File: config.mk
export PLATFORM = sky130hd
export DESIGN_NAME = cp_resp_handler
export DESIGN_NICKNAME = d
export VERILOG_FILES = /design/src/core/cp_resp_pkg.sv /design/src/core/cp_resp_handler.sv
export VERILOG_INCLUDE_DIRS = /design/src /design/src/core
export SDC_FILE = /design/constraint.sdc
export NUM_CORES = 1
export LEC_CHECK = 0
export BUFFER_PORTS_ARGS = -buffer_cell sky130_fd_sc_hd__buf_4
export CORE_MARGIN = 2
export CORE_UTILIZATION = 50
export DETAILED_ROUTE_END_ITERATION = 12
export PLACE_DENSITY = 0.86
export SLEW_MARGIN = 20
export SYNTH_ARGS = -nofsm -noshare
export SYNTH_HDL_FRONTEND = slang
export SYNTH_SLANG_ARGS = --single-unit
File: constraint.sdc
create_clock -name core_clk_i -period 3.08 [get_ports core_clk_i]
set_clock_uncertainty 0.2 [all_clocks]
set_input_delay 0.154 -clock core_clk_i [delete_from_list [all_inputs] [get_ports core_clk_i]]
set_output_delay 0.154 -clock core_clk_i [all_outputs]
set_load 0.005 [all_outputs]
File: src/core/cp_resp_regs.svh
// constants for the coprocessor response primitive handler
// assumes a 32-bit classic wishbone slave and byte-addressed CIR offsets
`ifndef CP_RESP_REGS_SVH
`define CP_RESP_REGS_SVH

// wishbone register byte offsets
`define REG_CTRL          8'h00
`define REG_IRQ_STAT      8'h04
`define REG_IRQ_MASK      8'h08
`define REG_SWORD         8'h0C
`define REG_SCAN_PTR      8'h10
`define REG_INFO          8'h14

// event bit positions in status and mask
`define EV_FLUSH          0
`define EV_TRACE          1
`define EV_PREEXC         2
`define EV_PROTVIOL       3
`define EV_W              4

// CIR byte offsets
`define CIR_CONTROL       8'h02
`define CIR_OPERAND       8'h10
`define CIR_INSTR_ADDR    8'h18

// primitive fields
`define PRIM_DR_BIT       13
`define PRIM_SP_BIT       8
`define PRIM_FN_BAD_LO    6'h00
`define PRIM_FN_BAD_HI    6'h3F

// status word fields
`define SW_TRACE_HI       15
`define SW_TRACE_LO       14
`define SW_SUPER_BIT      13
`define SW_TRACE_FLOW     2'h1
`define SW_RESET          16'h2700

// control CIR acknowledge mask, exception_ack_bit at bit 1
`define CTRL_ACK_MASK     16'h0002

// preinstruction stack frame format code
`define FRAME_PREINSTR    4'h0

`endif

File: src/core/cp_resp_pkg.sv
// types for the coprocessor response primitive handler
// assumes nothing beyond the constants header
package cp_resp_pkg;

    typedef struct packed {
        logic        req;
        logic        we;
        logic [7:0]  addr;
        logic [31:0] wdata;
    } cir_req_t;

    typedef struct packed {
        logic        flush;
        logic        supv;
        logic [31:0] addr;
    } refill_t;

    typedef struct packed {
        logic       start;
        logic [3:0] frame;
        logic [7:0] vector;
    } exc_t;

    typedef enum logic [2:0] {
        ST_IDLE   = 3'b000,
        ST_RD_SW  = 3'b001,
        ST_RD_SP  = 3'b010,
        ST_WR_IA  = 3'b011,
        ST_WR_SW  = 3'b100,
        ST_FLUSH  = 3'b101,
        ST_WR_ACK = 3'b110,
        ST_EXC    = 3'b111
    } state_t;

endpackage : cp_resp_pkg

File: src/core/cp_resp_handler.sv
// coprocessor response primitive handler on the main processor side
// assumes CIR bus and primitive source run on core_clk_i, wishbone master too
//
// Overview of operation
// [RULE1] sr/scan primitive with direction 1 flushes prefetch, refills from scan pointer.
// [RULE2] trace-on-flow at instruction start plus direction 1 arms a trace.
// [RULE3] armed trace is taken only once coprocessor reports instruction done.
// [RULE4] status word trace field loaded now applies from next instruction.
// [RULE5] preinstruction exception uses primitive vector and preinstruction frame.
// [RULE6] preinstruction exception accepted in general and conditional categories.
// [RULE7] acknowledge mask written to control CIR before exception processing.
// [RULE8] function bits 13-8 of 00 or 3F raise protocol violation.
// [RULE9] coprocessor should reset only on external reset, not software reset.
// [RULE10] sr/scan primitive with direction 0 keeps prefetch, no refill.
// [RULE11] scan select 1, direction 1: read status word, then scan pointer.
// [RULE12] the acknowledge mask sets the exception acknowledge bit.
`include "cp_resp_regs.svh"

module cp_resp_handler #(
    parameter logic [3:0] SRSCAN_CODE = 4'h7,
    parameter logic [5:0] PREEXC_CODE = 6'h1C
) (
    // clock and reset
    input  wire logic                  core_clk_i,
    input  wire logic                  arst_n_i,
    // wishbone slave
    input  wire logic                  wb_cyc_i,
    input  wire logic                  wb_stb_i,
    input  wire logic                  wb_we_i,
    input  wire logic [7:0]            wb_adr_i,
    input  wire logic [3:0]            wb_sel_i,
    input  wire logic [31:0]           wb_dat_i,
    output logic      [31:0]           wb_dat_o,
    output logic                       wb_ack_o,
    output logic                       irq_o,
    // primitive source
    input  wire logic                  prim_valid_i,
    input  wire logic [15:0]           prim_i,
    output logic                       prim_ready_o,
    input  wire logic                  instr_start_i,
    input  wire logic                  instr_done_i,
    // CIR access
    output cp_resp_pkg::cir_req_t      cir_o,
    input  wire logic                  cir_ack_i,
    input  wire logic [31:0]           cir_rdata_i,
    // processor core effects
    output cp_resp_pkg::refill_t       refill_o,
    output cp_resp_pkg::exc_t          exc_o,
    output logic                       trace_exc_o,
    output logic                       protviol_o
);

    ////////////////////////////////////////////////////////////////////////
    // declarations

    cp_resp_pkg::state_t state_q;
    cp_resp_pkg::cir_req_t cir_q;
    logic [15:0]          sword_q;
    logic [31:0]          scan_q;
    logic                 enable_q;
    logic [`EV_W-1:0]     stat_q;
    logic [`EV_W-1:0]     mask_q;
    logic                 trace_start_q;
    logic                 trace_pend_q;
    logic                 dr_q;
    logic                 sp_q;
    logic [7:0]           vec_q;
    logic                 ack_q;
    logic [31:0]          rdat_q;
    logic                 flush_q;
    logic                 super_q;
    logic [31:0]          raddr_q;
    logic                 exc_q;
    logic                 trace_q;
    logic                 pv_q;
    logic                 take;
    logic [5:0]           fn;
    logic                 is_bad;
    logic                 is_srscan;
    logic                 is_preexc;
    logic                 wb_req;
    logic                 wb_wr;
    logic                 cir_done;
    logic [`EV_W-1:0]     ev;
    logic                 sw_load;
    logic                 sp_load;

    ////////////////////////////////////////////////////////////////////////
    // helpers

    function automatic logic [31:0] merge(input logic [31:0] old,
                                          input logic [31:0] nw,
                                          input logic [3:0]  sel);
        logic [31:0] r;
        r = old;
        for (int i = 0; i < 4; i++) begin
            if (sel[i]) begin
                r[i*8 +: 8] = nw[i*8 +: 8];
            end
        end
        return r;
    endfunction : merge

    function automatic cp_resp_pkg::cir_req_t cir_cmd(input logic        we,
                                                      input logic [7:0]  addr,
                                                      input logic [31:0] wdata);
        cp_resp_pkg::cir_req_t c;
        c.req   = 1'b1;
        c.we    = we;
        c.addr  = addr;
        c.wdata = wdata;
        return c;
    endfunction : cir_cmd

    ////////////////////////////////////////////////////////////////////////
    // primitive decode

    assign fn           = prim_i[13:8];
    assign prim_ready_o = (state_q == cp_resp_pkg::ST_IDLE) && enable_q;
    assign take         = prim_valid_i && prim_ready_o;
    assign is_bad       = (fn == `PRIM_FN_BAD_LO) || (fn == `PRIM_FN_BAD_HI); // RULE8
    assign is_srscan    = !is_bad && (prim_i[12:9] == SRSCAN_CODE);
    // no category check: taken in general and conditional alike
    assign is_preexc    = !is_bad && (fn == PREEXC_CODE); // RULE6
    assign cir_done     = cir_q.req && cir_ack_i;
    assign sw_load      = cir_done && (state_q == cp_resp_pkg::ST_RD_SW);
    assign sp_load      = cir_done && (state_q == cp_resp_pkg::ST_RD_SP);

    ////////////////////////////////////////////////////////////////////////
    // sequencer and CIR master

    always_ff @(posedge core_clk_i or negedge arst_n_i) begin
        if (!arst_n_i) begin
            state_q <= cp_resp_pkg::ST_IDLE;
            cir_q   <= '0;
            dr_q    <= 1'b0;
            sp_q    <= 1'b0;
            vec_q   <= 8'h00;
        end else begin
            unique case (state_q)
                cp_resp_pkg::ST_IDLE: begin
                    if (take && is_srscan) begin
                        dr_q <= prim_i[`PRIM_DR_BIT];
                        sp_q <= prim_i[`PRIM_SP_BIT];
                        if (prim_i[`PRIM_DR_BIT]) begin
                            state_q <= cp_resp_pkg::ST_RD_SW; // RULE11
                            cir_q   <= cir_cmd(1'b0, `CIR_OPERAND, 32'h0000_0000);
                        end else if (prim_i[`PRIM_SP_BIT]) begin
                            state_q <= cp_resp_pkg::ST_WR_IA;
                            cir_q   <= cir_cmd(1'b1, `CIR_INSTR_ADDR, scan_q);
                        end else begin
                            state_q <= cp_resp_pkg::ST_WR_SW;
                            cir_q   <= cir_cmd(1'b1, `CIR_OPERAND, {sword_q, 16'h0000});
                        end
                    end else if (take && is_preexc) begin
                        vec_q   <= prim_i[7:0]; // RULE5
                        state_q <= cp_resp_pkg::ST_WR_ACK;
                        cir_q   <= cir_cmd(1'b1, `CIR_CONTROL,
                                           {`CTRL_ACK_MASK, 16'h0000}); // RULE7 RULE12
                    end
                end
                cp_resp_pkg::ST_RD_SW: begin
                    if (cir_done) begin
                        if (sp_q) begin
                            state_q <= cp_resp_pkg::ST_RD_SP; // RULE11
                            cir_q   <= cir_cmd(1'b0, `CIR_INSTR_ADDR, 32'h0000_0000);
                        end else begin
                            state_q <= cp_resp_pkg::ST_FLUSH;
                            cir_q   <= '0;
                        end
                    end
                end
                cp_resp_pkg::ST_RD_SP: begin
                    if (cir_done) begin
                        state_q <= cp_resp_pkg::ST_FLUSH;
                        cir_q   <= '0;
                    end
                end
                cp_resp_pkg::ST_WR_IA: begin
                    if (cir_done) begin
                        state_q <= cp_resp_pkg::ST_WR_SW;
                        cir_q   <= cir_cmd(1'b1, `CIR_OPERAND, {sword_q, 16'h0000});
                    end
                end
                cp_resp_pkg::ST_WR_SW: begin
                    if (cir_done) begin
                        state_q <= cp_resp_pkg::ST_IDLE; // RULE10
                        cir_q   <= '0;
                    end
                end
                cp_resp_pkg::ST_FLUSH: begin
                    state_q <= cp_resp_pkg::ST_IDLE;
                end
                cp_resp_pkg::ST_WR_ACK: begin
                    if (cir_done) begin
                        state_q <= cp_resp_pkg::ST_EXC; // RULE7
                        cir_q   <= '0;
                    end
                end
                cp_resp_pkg::ST_EXC: begin
                    state_q <= cp_resp_pkg::ST_IDLE;
                end
            endcase
        end
    end

    assign cir_o = cir_q;

    ////////////////////////////////////////////////////////////////////////
    // status word and scan pointer; hardware load beats software write

    always_ff @(posedge core_clk_i or negedge arst_n_i) begin
        if (!arst_n_i) begin
            sword_q <= `SW_RESET;
        end else if (sw_load) begin
            sword_q <= cir_rdata_i[31:16];
        end else if (wb_wr && wb_adr_i == `REG_SWORD) begin
            sword_q <= 16'(merge({16'h0000, sword_q}, wb_dat_i, wb_sel_i));
        end
    end

    always_ff @(posedge core_clk_i or negedge arst_n_i) begin
        if (!arst_n_i) begin
            scan_q <= 32'h0000_0000;
        end else if (sp_load) begin
            scan_q <= cir_rdata_i;
        end else if (wb_wr && wb_adr_i == `REG_SCAN_PTR) begin
            scan_q <= merge(scan_q, wb_dat_i, wb_sel_i);
        end
    end

    ////////////////////////////////////////////////////////////////////////
    // trace on change of flow

    // trace mode sampled at instruction start, later loads wait a turn
    always_ff @(posedge core_clk_i or negedge arst_n_i) begin
        if (!arst_n_i) begin
            trace_start_q <= 1'b0;
        end else if (instr_start_i) begin
            trace_start_q <= (sword_q[`SW_TRACE_HI:`SW_TRACE_LO] == `SW_TRACE_FLOW); // RULE4
        end
    end

    always_ff @(posedge core_clk_i or negedge arst_n_i) begin
        if (!arst_n_i) begin
            trace_pend_q <= 1'b0;
            trace_q      <= 1'b0;
        end else begin
            trace_q <= 1'b0;
            if (take && is_srscan && prim_i[`PRIM_DR_BIT] && trace_start_q) begin
                trace_pend_q <= 1'b1; // RULE2
            end else if (instr_done_i && trace_pend_q) begin
                trace_pend_q <= 1'b0; // RULE3
                trace_q      <= 1'b1;
            end
        end
    end

    assign trace_exc_o = trace_q;

    ////////////////////////////////////////////////////////////////////////
    // pipeline refill, exception start, protocol violation

    always_ff @(posedge core_clk_i or negedge arst_n_i) begin
        if (!arst_n_i) begin
            flush_q <= 1'b0;
            super_q <= 1'b0;
            raddr_q <= 32'h0000_0000;
        end else begin
            flush_q <= 1'b0;
            if (state_q == cp_resp_pkg::ST_FLUSH && dr_q) begin
                flush_q <= 1'b1; // RULE1
                super_q <= sword_q[`SW_SUPER_BIT];
                raddr_q <= scan_q;
            end
        end
    end

    assign refill_o = '{flush: flush_q, supv: super_q, addr: raddr_q};

    always_ff @(posedge core_clk_i or negedge arst_n_i) begin
        if (!arst_n_i) begin
            exc_q <= 1'b0;
            pv_q  <= 1'b0;
        end else begin
            exc_q <= (state_q == cp_resp_pkg::ST_EXC); // RULE5
            pv_q  <= take && is_bad; // RULE8
        end
    end

    assign exc_o      = '{start: exc_q, frame: `FRAME_PREINSTR, vector: vec_q};
    assign protviol_o = pv_q;

    ////////////////////////////////////////////////////////////////////////
    // wishbone slave

    assign wb_req = wb_cyc_i && wb_stb_i && !ack_q;
    assign wb_wr  = wb_req && wb_we_i;

    always_ff @(posedge core_clk_i or negedge arst_n_i) begin
        if (!arst_n_i) begin
            ack_q  <= 1'b0;
            rdat_q <= 32'h0000_0000;
        end else begin
            ack_q <= wb_req;
            if (wb_req && !wb_we_i) begin
                unique case (wb_adr_i)
                    `REG_CTRL:     rdat_q <= {31'h0000_0000, enable_q};
                    `REG_IRQ_STAT: rdat_q <= {28'h000_0000, stat_q};
                    `REG_IRQ_MASK: rdat_q <= {28'h000_0000, mask_q};
                    `REG_SWORD:    rdat_q <= {16'h0000, sword_q};
                    `REG_SCAN_PTR: rdat_q <= scan_q;
                    `REG_INFO:     rdat_q <= {20'h0_0000, vec_q, 1'b0,
                                              prim_ready_o, trace_start_q, trace_pend_q};
                    default:       rdat_q <= 32'h0000_0000;
                endcase
            end
        end
    end

    assign wb_ack_o = ack_q;
    assign wb_dat_o = rdat_q;

    always_ff @(posedge core_clk_i or negedge arst_n_i) begin
        if (!arst_n_i) begin
            enable_q <= 1'b1;
            mask_q   <= '0;
        end else if (wb_wr && wb_sel_i[0]) begin
            if (wb_adr_i == `REG_CTRL) begin
                enable_q <= wb_dat_i[0];
            end
            if (wb_adr_i == `REG_IRQ_MASK) begin
                mask_q <= wb_dat_i[`EV_W-1:0];
            end
        end
    end

    ////////////////////////////////////////////////////////////////////////
    // interrupt status, set beats write-one-to-clear

    always_comb begin
        ev               = '0;
        ev[`EV_FLUSH]    = flush_q;
        ev[`EV_TRACE]    = trace_q;
        ev[`EV_PREEXC]   = exc_q;
        ev[`EV_PROTVIOL] = pv_q;
    end

    always_ff @(posedge core_clk_i or negedge arst_n_i) begin
        if (!arst_n_i) begin
            stat_q <= '0;
        end else if (wb_wr && wb_sel_i[0] && wb_adr_i == `REG_IRQ_STAT) begin
            stat_q <= (stat_q & ~wb_dat_i[`EV_W-1:0]) | ev;
        end else begin
            stat_q <= stat_q | ev;
        end
    end

    assign irq_o = |(stat_q & mask_q);

endmodule : cp_resp_handler

==> results.py, run 1 <==
metrics = {
    "run_status": {
        "outcome": "finished, final reports clean",
    },
    "detailed_routing": {
        "drtPass1Iterations": 4,
        "final_antenna_net_count": 0,
        "first_iter_violations": 492,
        "vias": 7149,
        "viasPerCell": 5.79,
        "wire_per_inst_um": 22.0,
        "routed_wl_um": 27200,
        "drc": 0,
    },
    "sta": {
        "max_freq_mhz": 351,
        "rsz0062_at_grt": "false",
        "timing.hold.ws_ps": 33.9,
        "worst_slew_pin_slew_ps": 730,
        "drv_slew": 0,
        "fin_setup_tns_ps": 0,
        "slew_headroom_pct": 51.3,
        "hold_viol": 0,
        "finalSetupViolations": 0,
        "period_share_pct": 92.6,
        "setup_slack_ps": 229,
        "fin_crit_ps": 2850,
    },
    "setup_path": {
        "end_kind": "flop",
        "endpoint": "sword_q[5]",
        "crit_required_ps": 3190,
        "rr_endpoint": "sword_q[5]",
        "timing.rr.start": "state_q[1]",
        "crit_type": "flop to flop",
        "r2r_cells": 5,
        "reg2reg_slack_ps": 230,
        "cp.arrival_ps": 2970,
        "critPathMaxFanout": 15,
        "critPathLaunch": "state_q[1]",
        "start_kind": "flop",
    },
    "job": {
        "cap_violations": 0,
    },
    "synth": {
        "ys_warn_count": 0,
        "yosysSeqAreaShare_pct": 53.0,
        "ys.flop_type": "dfrtp_1",
        "ys_ff_latch": 179,
        "synth_edf_count": 0,
        "ys_types": 62,
        "synth_top_area_share_pct": 51.5,
        "synth_top_area_cell": "dfrtp_1",
        "synth_cells": 693,
        "synth_area_per_cell_um2": 12.2,
        "async_flop_share_pct": 100,
        "synth_area_leaders": "dfrtp_1 (51%), mux2_2 (19%), a22o_1 (3.6%)",
        "synth_area_um2": 8460,
    },
    "cells_and_area": {
        "drive_gt1_share_pct": 42.7,
        "fillers": 1129,
        "final_common_cell": "buf_4",
        "syn2layout_area_growth_pct": 40.4,
        "fin_nets": 1101,
        "final_util_pct": 71.6,
        "mostFrequentLayoutCells": "buf_4 (236), dfrtp_1 (174), mux2_2 (144)",
    },
    "global_routing": {
        "grtUsageTotal_pct": 30.7,
        "antenna_found_initial": 2,
        "grt_max_degree": 79,
        "grt_pass1_vias": 7462,
        "grt_pass1_wl_um": 41900,
        "grt-ovfl-total": 0,
    },
    "placement": {
        "pre_cts_ws_ps": 419,
        "io_buffers": 215,
        "gp_congestion": 0.879,
        "place_hpwl_um": 17700,
    },
    "clock_network": {
        "htreeDepth": 4,
        "cts_buffers": 17,
        "clock_sinks": 179,
        "clkLatencyLatePin_ps": 430,
        "clock_path_buffers": 2,
        "postCtsSetupRepairBufs": 0,
        "clockRootBuffer": "clkbuf_16",
        "cts.clk_slew.worst_paths_ps": 70,
        "cts_tree": "done",
    },
    "power": {
        "p_per_area_nw_per_um2": 507,
        "peakVddDrop_mv": 0.407,
        "power_leakage_nw": 5.93,
        "finalPower_w": 0.00602,
    },
    "floorplanning": {
        "fp.dieW_um": 134,
        "io_pins": 227,
        "die_h_um": 134,
        "rows": 47,
        "initial_core_util_pct": 51.0,
        "core_area_um2": 16600,
        "die-area_um2": 18000,
    },
    "hold_path": {
        "hold_path.class": "primary input to flop",
    },
}
## kinds of logic (layout without fill, tap and decap cells)
logic type      Yosys count  in the layout  share of synthesized area, %
flops                   179            179                          53.0
mux                     173            173                          22.8
simple gates            138            138                          8.88
compound gates          137            137                          11.5
buf+inv                  65            377                          3.76
other cells               1             11                        0.0443
## worst max-delay path, stage by stage (launching register included)
cell and delay, ps:
dfrtp_1 520, nor2b_1 220, nor3b_2 580, mux2_2 400, dlygate4sd3_1 550, mux2_2 260
## layer usage
metal | GRT usage (%) | vias to the layer above | wire [um] | share of wire [%]
li1 | - | 3144 | - | -
met1 | 37.6 | 3608 | 10900 | 40
met2 | 51.2 | 315 | 13400 | 49
met3 | 7.11 | 82 | 1730 | 6.3
met4 | 15.7 | 0 | 1190 | 4.4
met5 | 0 | - | 0 | 0
## final cells by class
cell class / instances / area [um2] / area share [%]
Tap cell: 220 / 275 / 2.32
Antenna cell: 2 / 5.00 / 0.0422
Inverter: 7 / 26.3 / 0.221
Timing Repair Buffer: 338 / 2810 / 23.6
Multi-Input combinational cell: 457 / 3700 / 31.2
Clock inverter: 11 / 101 / 0.854
Sequential cell: 179 / 4490 / 37.8
Clock buffer: 21 / 470 / 3.96
## cell usage after synthesis, types with 5 or more instances
cell type	n
nor2b_1	6
buf_2	8
a22oi_1	10
a31oi_1	11
nand2_1	47
inv_1	7
a21oi_1	10
nand3_1	15
clkbuf_1	32
a21o_1	6
dfrtp_1	174
and3_1	5
o21ai_0	43
nor2_1	25
mux2i_1	28
a22o_1	35
mux2_2	144
buf_4	13
dfstp_2	5
## state kept, by name, indices dropped and copies added, names as in the netlist, 3 cells and up
register  cells
cir_o        37
mask_q        4
sword_q      16
state_q       3
raddr_q      32
wb_dat_o     32
scan_q       32
stat_q        4
vec_q         8
## worst min-delay path by stage
stage | end | slack, ps | depth (start not counted) | startpoint
2_1_floorplan | cir_o[0] | -340 | 0 | arst_n_i
3_3_place_gp | cir_o[0] | 10 | 1 | arst_n_i
3_5_place_dp | cir_o[0] | 10 | 1 | arst_n_i
4_1_cts | wb_dat_o[0] | 10 | 5 | wb_adr_i[6]
5_1_grt | scan_q[2] | 50 | 5 | wb_adr_i[5]
6_report | wb_dat_o[0] | 30 | 4 | wb_adr_i[5]
## report_power, final
part	internal, W	switching, W
registers	0.00261	0.000335
clock network	0.00118	0.000931
logic	0.000547	0.000420
total	0.00434	0.00169
## stage by stage
| step | cells | cell area (um2) |
|---|---|---|
| 2_1_floorplan | 701 | 8490 |
| 3_3_place_gp | 1101 | 10300 |
| 3_5_place_dp | 1101 | 10300 |
| 4_1_cts | 1233 | 11900 |
| 5_1_grt | 1235 | 11900 |
| 6_report | 1235 | 11900 |
## timing repair
item	4_1_cts	5_1_grt
endpoints found under the hold margin	152	0
endpoints found under the setup margin	0	2
gates resized for setup	0	1
hold buffers	100	0
Note: power is estimated with default switching activity, not from simulation.
==> run 2: changes to the inputs <==
ABC_AREA = 1   (was unset)
==> results.py, run 2 <==
metrics = {
    "run_status": {
        "outcome": "finished, final reports clean",
    },
    "hold_path": {
        "hold_path.class": "primary input to flop",
    },
    "sta": {
        "drv_slew": 0,
        "max_freq_mhz": 337,
        "hold_viol": 0,
        "fin_crit_ps": 2960,
        "finalSetupViolations": 0,
        "slew_headroom_pct": 40.2,
        "setup_slack_ps": 115,
        "worst_slew_pin_slew_ps": 897,
        "period_share_pct": 96.3,
    },
    "clock_network": {
        "clkLatencyLatePin_ps": 440,
        "clock_sinks": 179,
        "htreeDepth": 4,
        "cts_buffers": 17,
        "cts_tree": "done",
        "clockRootBuffer": "clkbuf_16",
        "clock_path_buffers": 2,
        "cts.clk_slew.worst_paths_ps": 70,
    },
    "global_routing": {
        "grtUsageTotal_pct": 32.7,
        "antenna_found_initial": 0,
        "grt_pass1_wl_um": 45700,
        "grt_pass1_vias": 8819,
        "grt_max_degree": 96,
        "grt-ovfl-total": 0,
    },
    "cells_and_area": {
        "final_util_pct": 71.4,
        "drive_gt1_share_pct": 20.6,
        "antenna_cells": 0,
        "largest_reg_flops": 37,
        "final_common_cell": "nand2_1",
        "mostFrequentLayoutCells": "nand2_1 (471), buf_4 (227), dfrtp_1 (174)",
        "fin_nets": 1499,
        "fillers": 1231,
        "syn2layout_area_growth_pct": 38.6,
    },
    "detailed_routing": {
        "drc": 0,
        "first_iter_violations": 913,
        "final_antenna_net_count": 0,
        "drtPass1Iterations": 6,
        "wire_per_inst_um": 18.2,
        "viasPerCell": 5.57,
        "vias": 9087,
        "routed_wl_um": 29700,
    },
    "placement": {
        "place_hpwl_um": 19800,
        "io_buffers": 215,
        "pre_cts_ws_ps": 728,
        "gp_congestion": 0.988,
    },
    "synth": {
        "synth.most_common_cell": "nand2_1",
        "synth.area.mux_share_pct": 0,
        "synth_cells": 1100,
        "synth_compound_area_share_pct": 11.0,
        "synth_top_area_cell": "dfrtp_1",
        "synth_xor_area_share_pct": 0,
        "synthAdderAreaFrac_pct": 0,
        "synth_edf_count": 0,
        "yosys-top-cells-count": "nand2_1 (472), dfrtp_1 (174), o21ai_0 (120)",
        "synth_area_um2": 8610,
        "ys_ff_latch": 179,
        "ys.flop_type": "dfrtp_1",
        "yosysSeqAreaShare_pct": 52.1,
        "synth_top_area_share_pct": 50.6,
        "ys_warn_count": 0,
        "async_flop_share_pct": 100,
        "synth_area_per_cell_um2": 7.83,
        "synth_top_family_by_area": "simple AND/OR/NAND/NOR gates",
        "synth-simple-area-share_pct": 29.0,
        "ys_types": 38,
        "synth_area_leaders": "dfrtp_1 (51%), nand2_1 (21%), o21ai_0 (7.0%)",
    },
    "floorplanning": {
        "die_h_um": 135,
        "io_pins": 227,
        "fp.dieW_um": 135,
        "core_area_um2": 16700,
        "die-area_um2": 18300,
        "rows": 47,
        "initial_core_util_pct": 51.6,
    },
    "power": {
        "power_leakage_nw": 6.34,
        "peakVddDrop_mv": 0.478,
        "p_per_area_nw_per_um2": 707,
    },
    "setup_path": {
        "end_kind": "flop",
        "crit_type": "primary input to flop",
        "crit_required_ps": 3260,
        "start_kind": "primary input",
        "cp.arrival_ps": 3150,
        "critPathMaxFanout": 4,
    },
    "job": {
        "cap_violations": 0,
    },
}
-- run 2: final timing paths --
check	from	to	slack, ps	cells after the start
min	prim_i[13]	dr_q	10	4
max in group asynchronous	arst_n_i	raddr_q[3]	1600	3
min reg2reg	cir_o[4]	cir_o[4]	280	2
max reg2reg	state_q[1]	scan_q[15]	160	8
max	wb_stb_i	enable_q	120	11
min in group asynchronous	arst_n_i	cir_o[14]	180	2
-- run 2: power breakdown --
part | internal, W | switching [W]
clock network | 0.00123 | 0.000977
registers | 0.00302 | 0.000507
logic | 0.00108 | 0.00163
total | 0.00533 | 0.00311
-- run 2: metrics by stage --
step	instances	cell area (um2)	setup TNS, ps	hold WS, ps	total power, W
after floorplan	1108	8640	0	-342	0.00490
after global placement	1499	10300	0	93.5	0.00589
after detailed placement	1499	10300	0	93.8	0.00600
after CTS	1631	11900	0	1.32	0.00834
after global routing	1631	11900	-18.5	48.0	0.00887
final	1631	11900	0	12.9	0.00844
-- run 2: area by class of cell --
class | count | area (um2) | area share [%]
repair buffers | 328 | 2720 | 22.8
flip-flops and latches | 179 | 4490 | 37.6
clock buffers | 19 | 443 | 3.71
clock inverters | 13 | 150 | 1.26
well taps | 220 | 275 | 2.31
inverters | 97 | 367 | 3.07
multi-input cells | 775 | 3500 | 29.3
-- run 2: kinds of logic after synthesis --
family | Yosys count
simple gates | 598
flops | 179
compound gates | 168
buf+inv | 154
other cells | 1
-- run 2: timing repair --
action | CTS | global route
hold endpoints to repair | 162 | 0
resized for setup | 0 | 4
setup buffers | 0 | 0
hold buffers | 100 | 0
setup endpoints to repair | 0 | 6
-- run 2: critical path, stage by stage --
cell	delay, ps
dlygate4sd3_1	540
buf_4	100
nand2_1	40
dlygate4sd3_1	560
nor2_2	180
nand3_2	150
nor2_1	150
nand2_1	60
dlygate4sd3_1	540
o21ai_0	90
dlygate4sd3_1	590
-- run 2: metal layers --
metal / GRT usage (%) / vias up / part of all wire, % / wire length (um)
li1: - / 4097 / - / -
met1: 40.4 / 4291 / 37 / 11100
met2: 55.5 / 604 / 50 / 14800
met3: 6.21 / 95 / 8.7 / 2590
met4: 15.9 / 0 / 4.0 / 1180
met5: 0 / - / 0 / 0
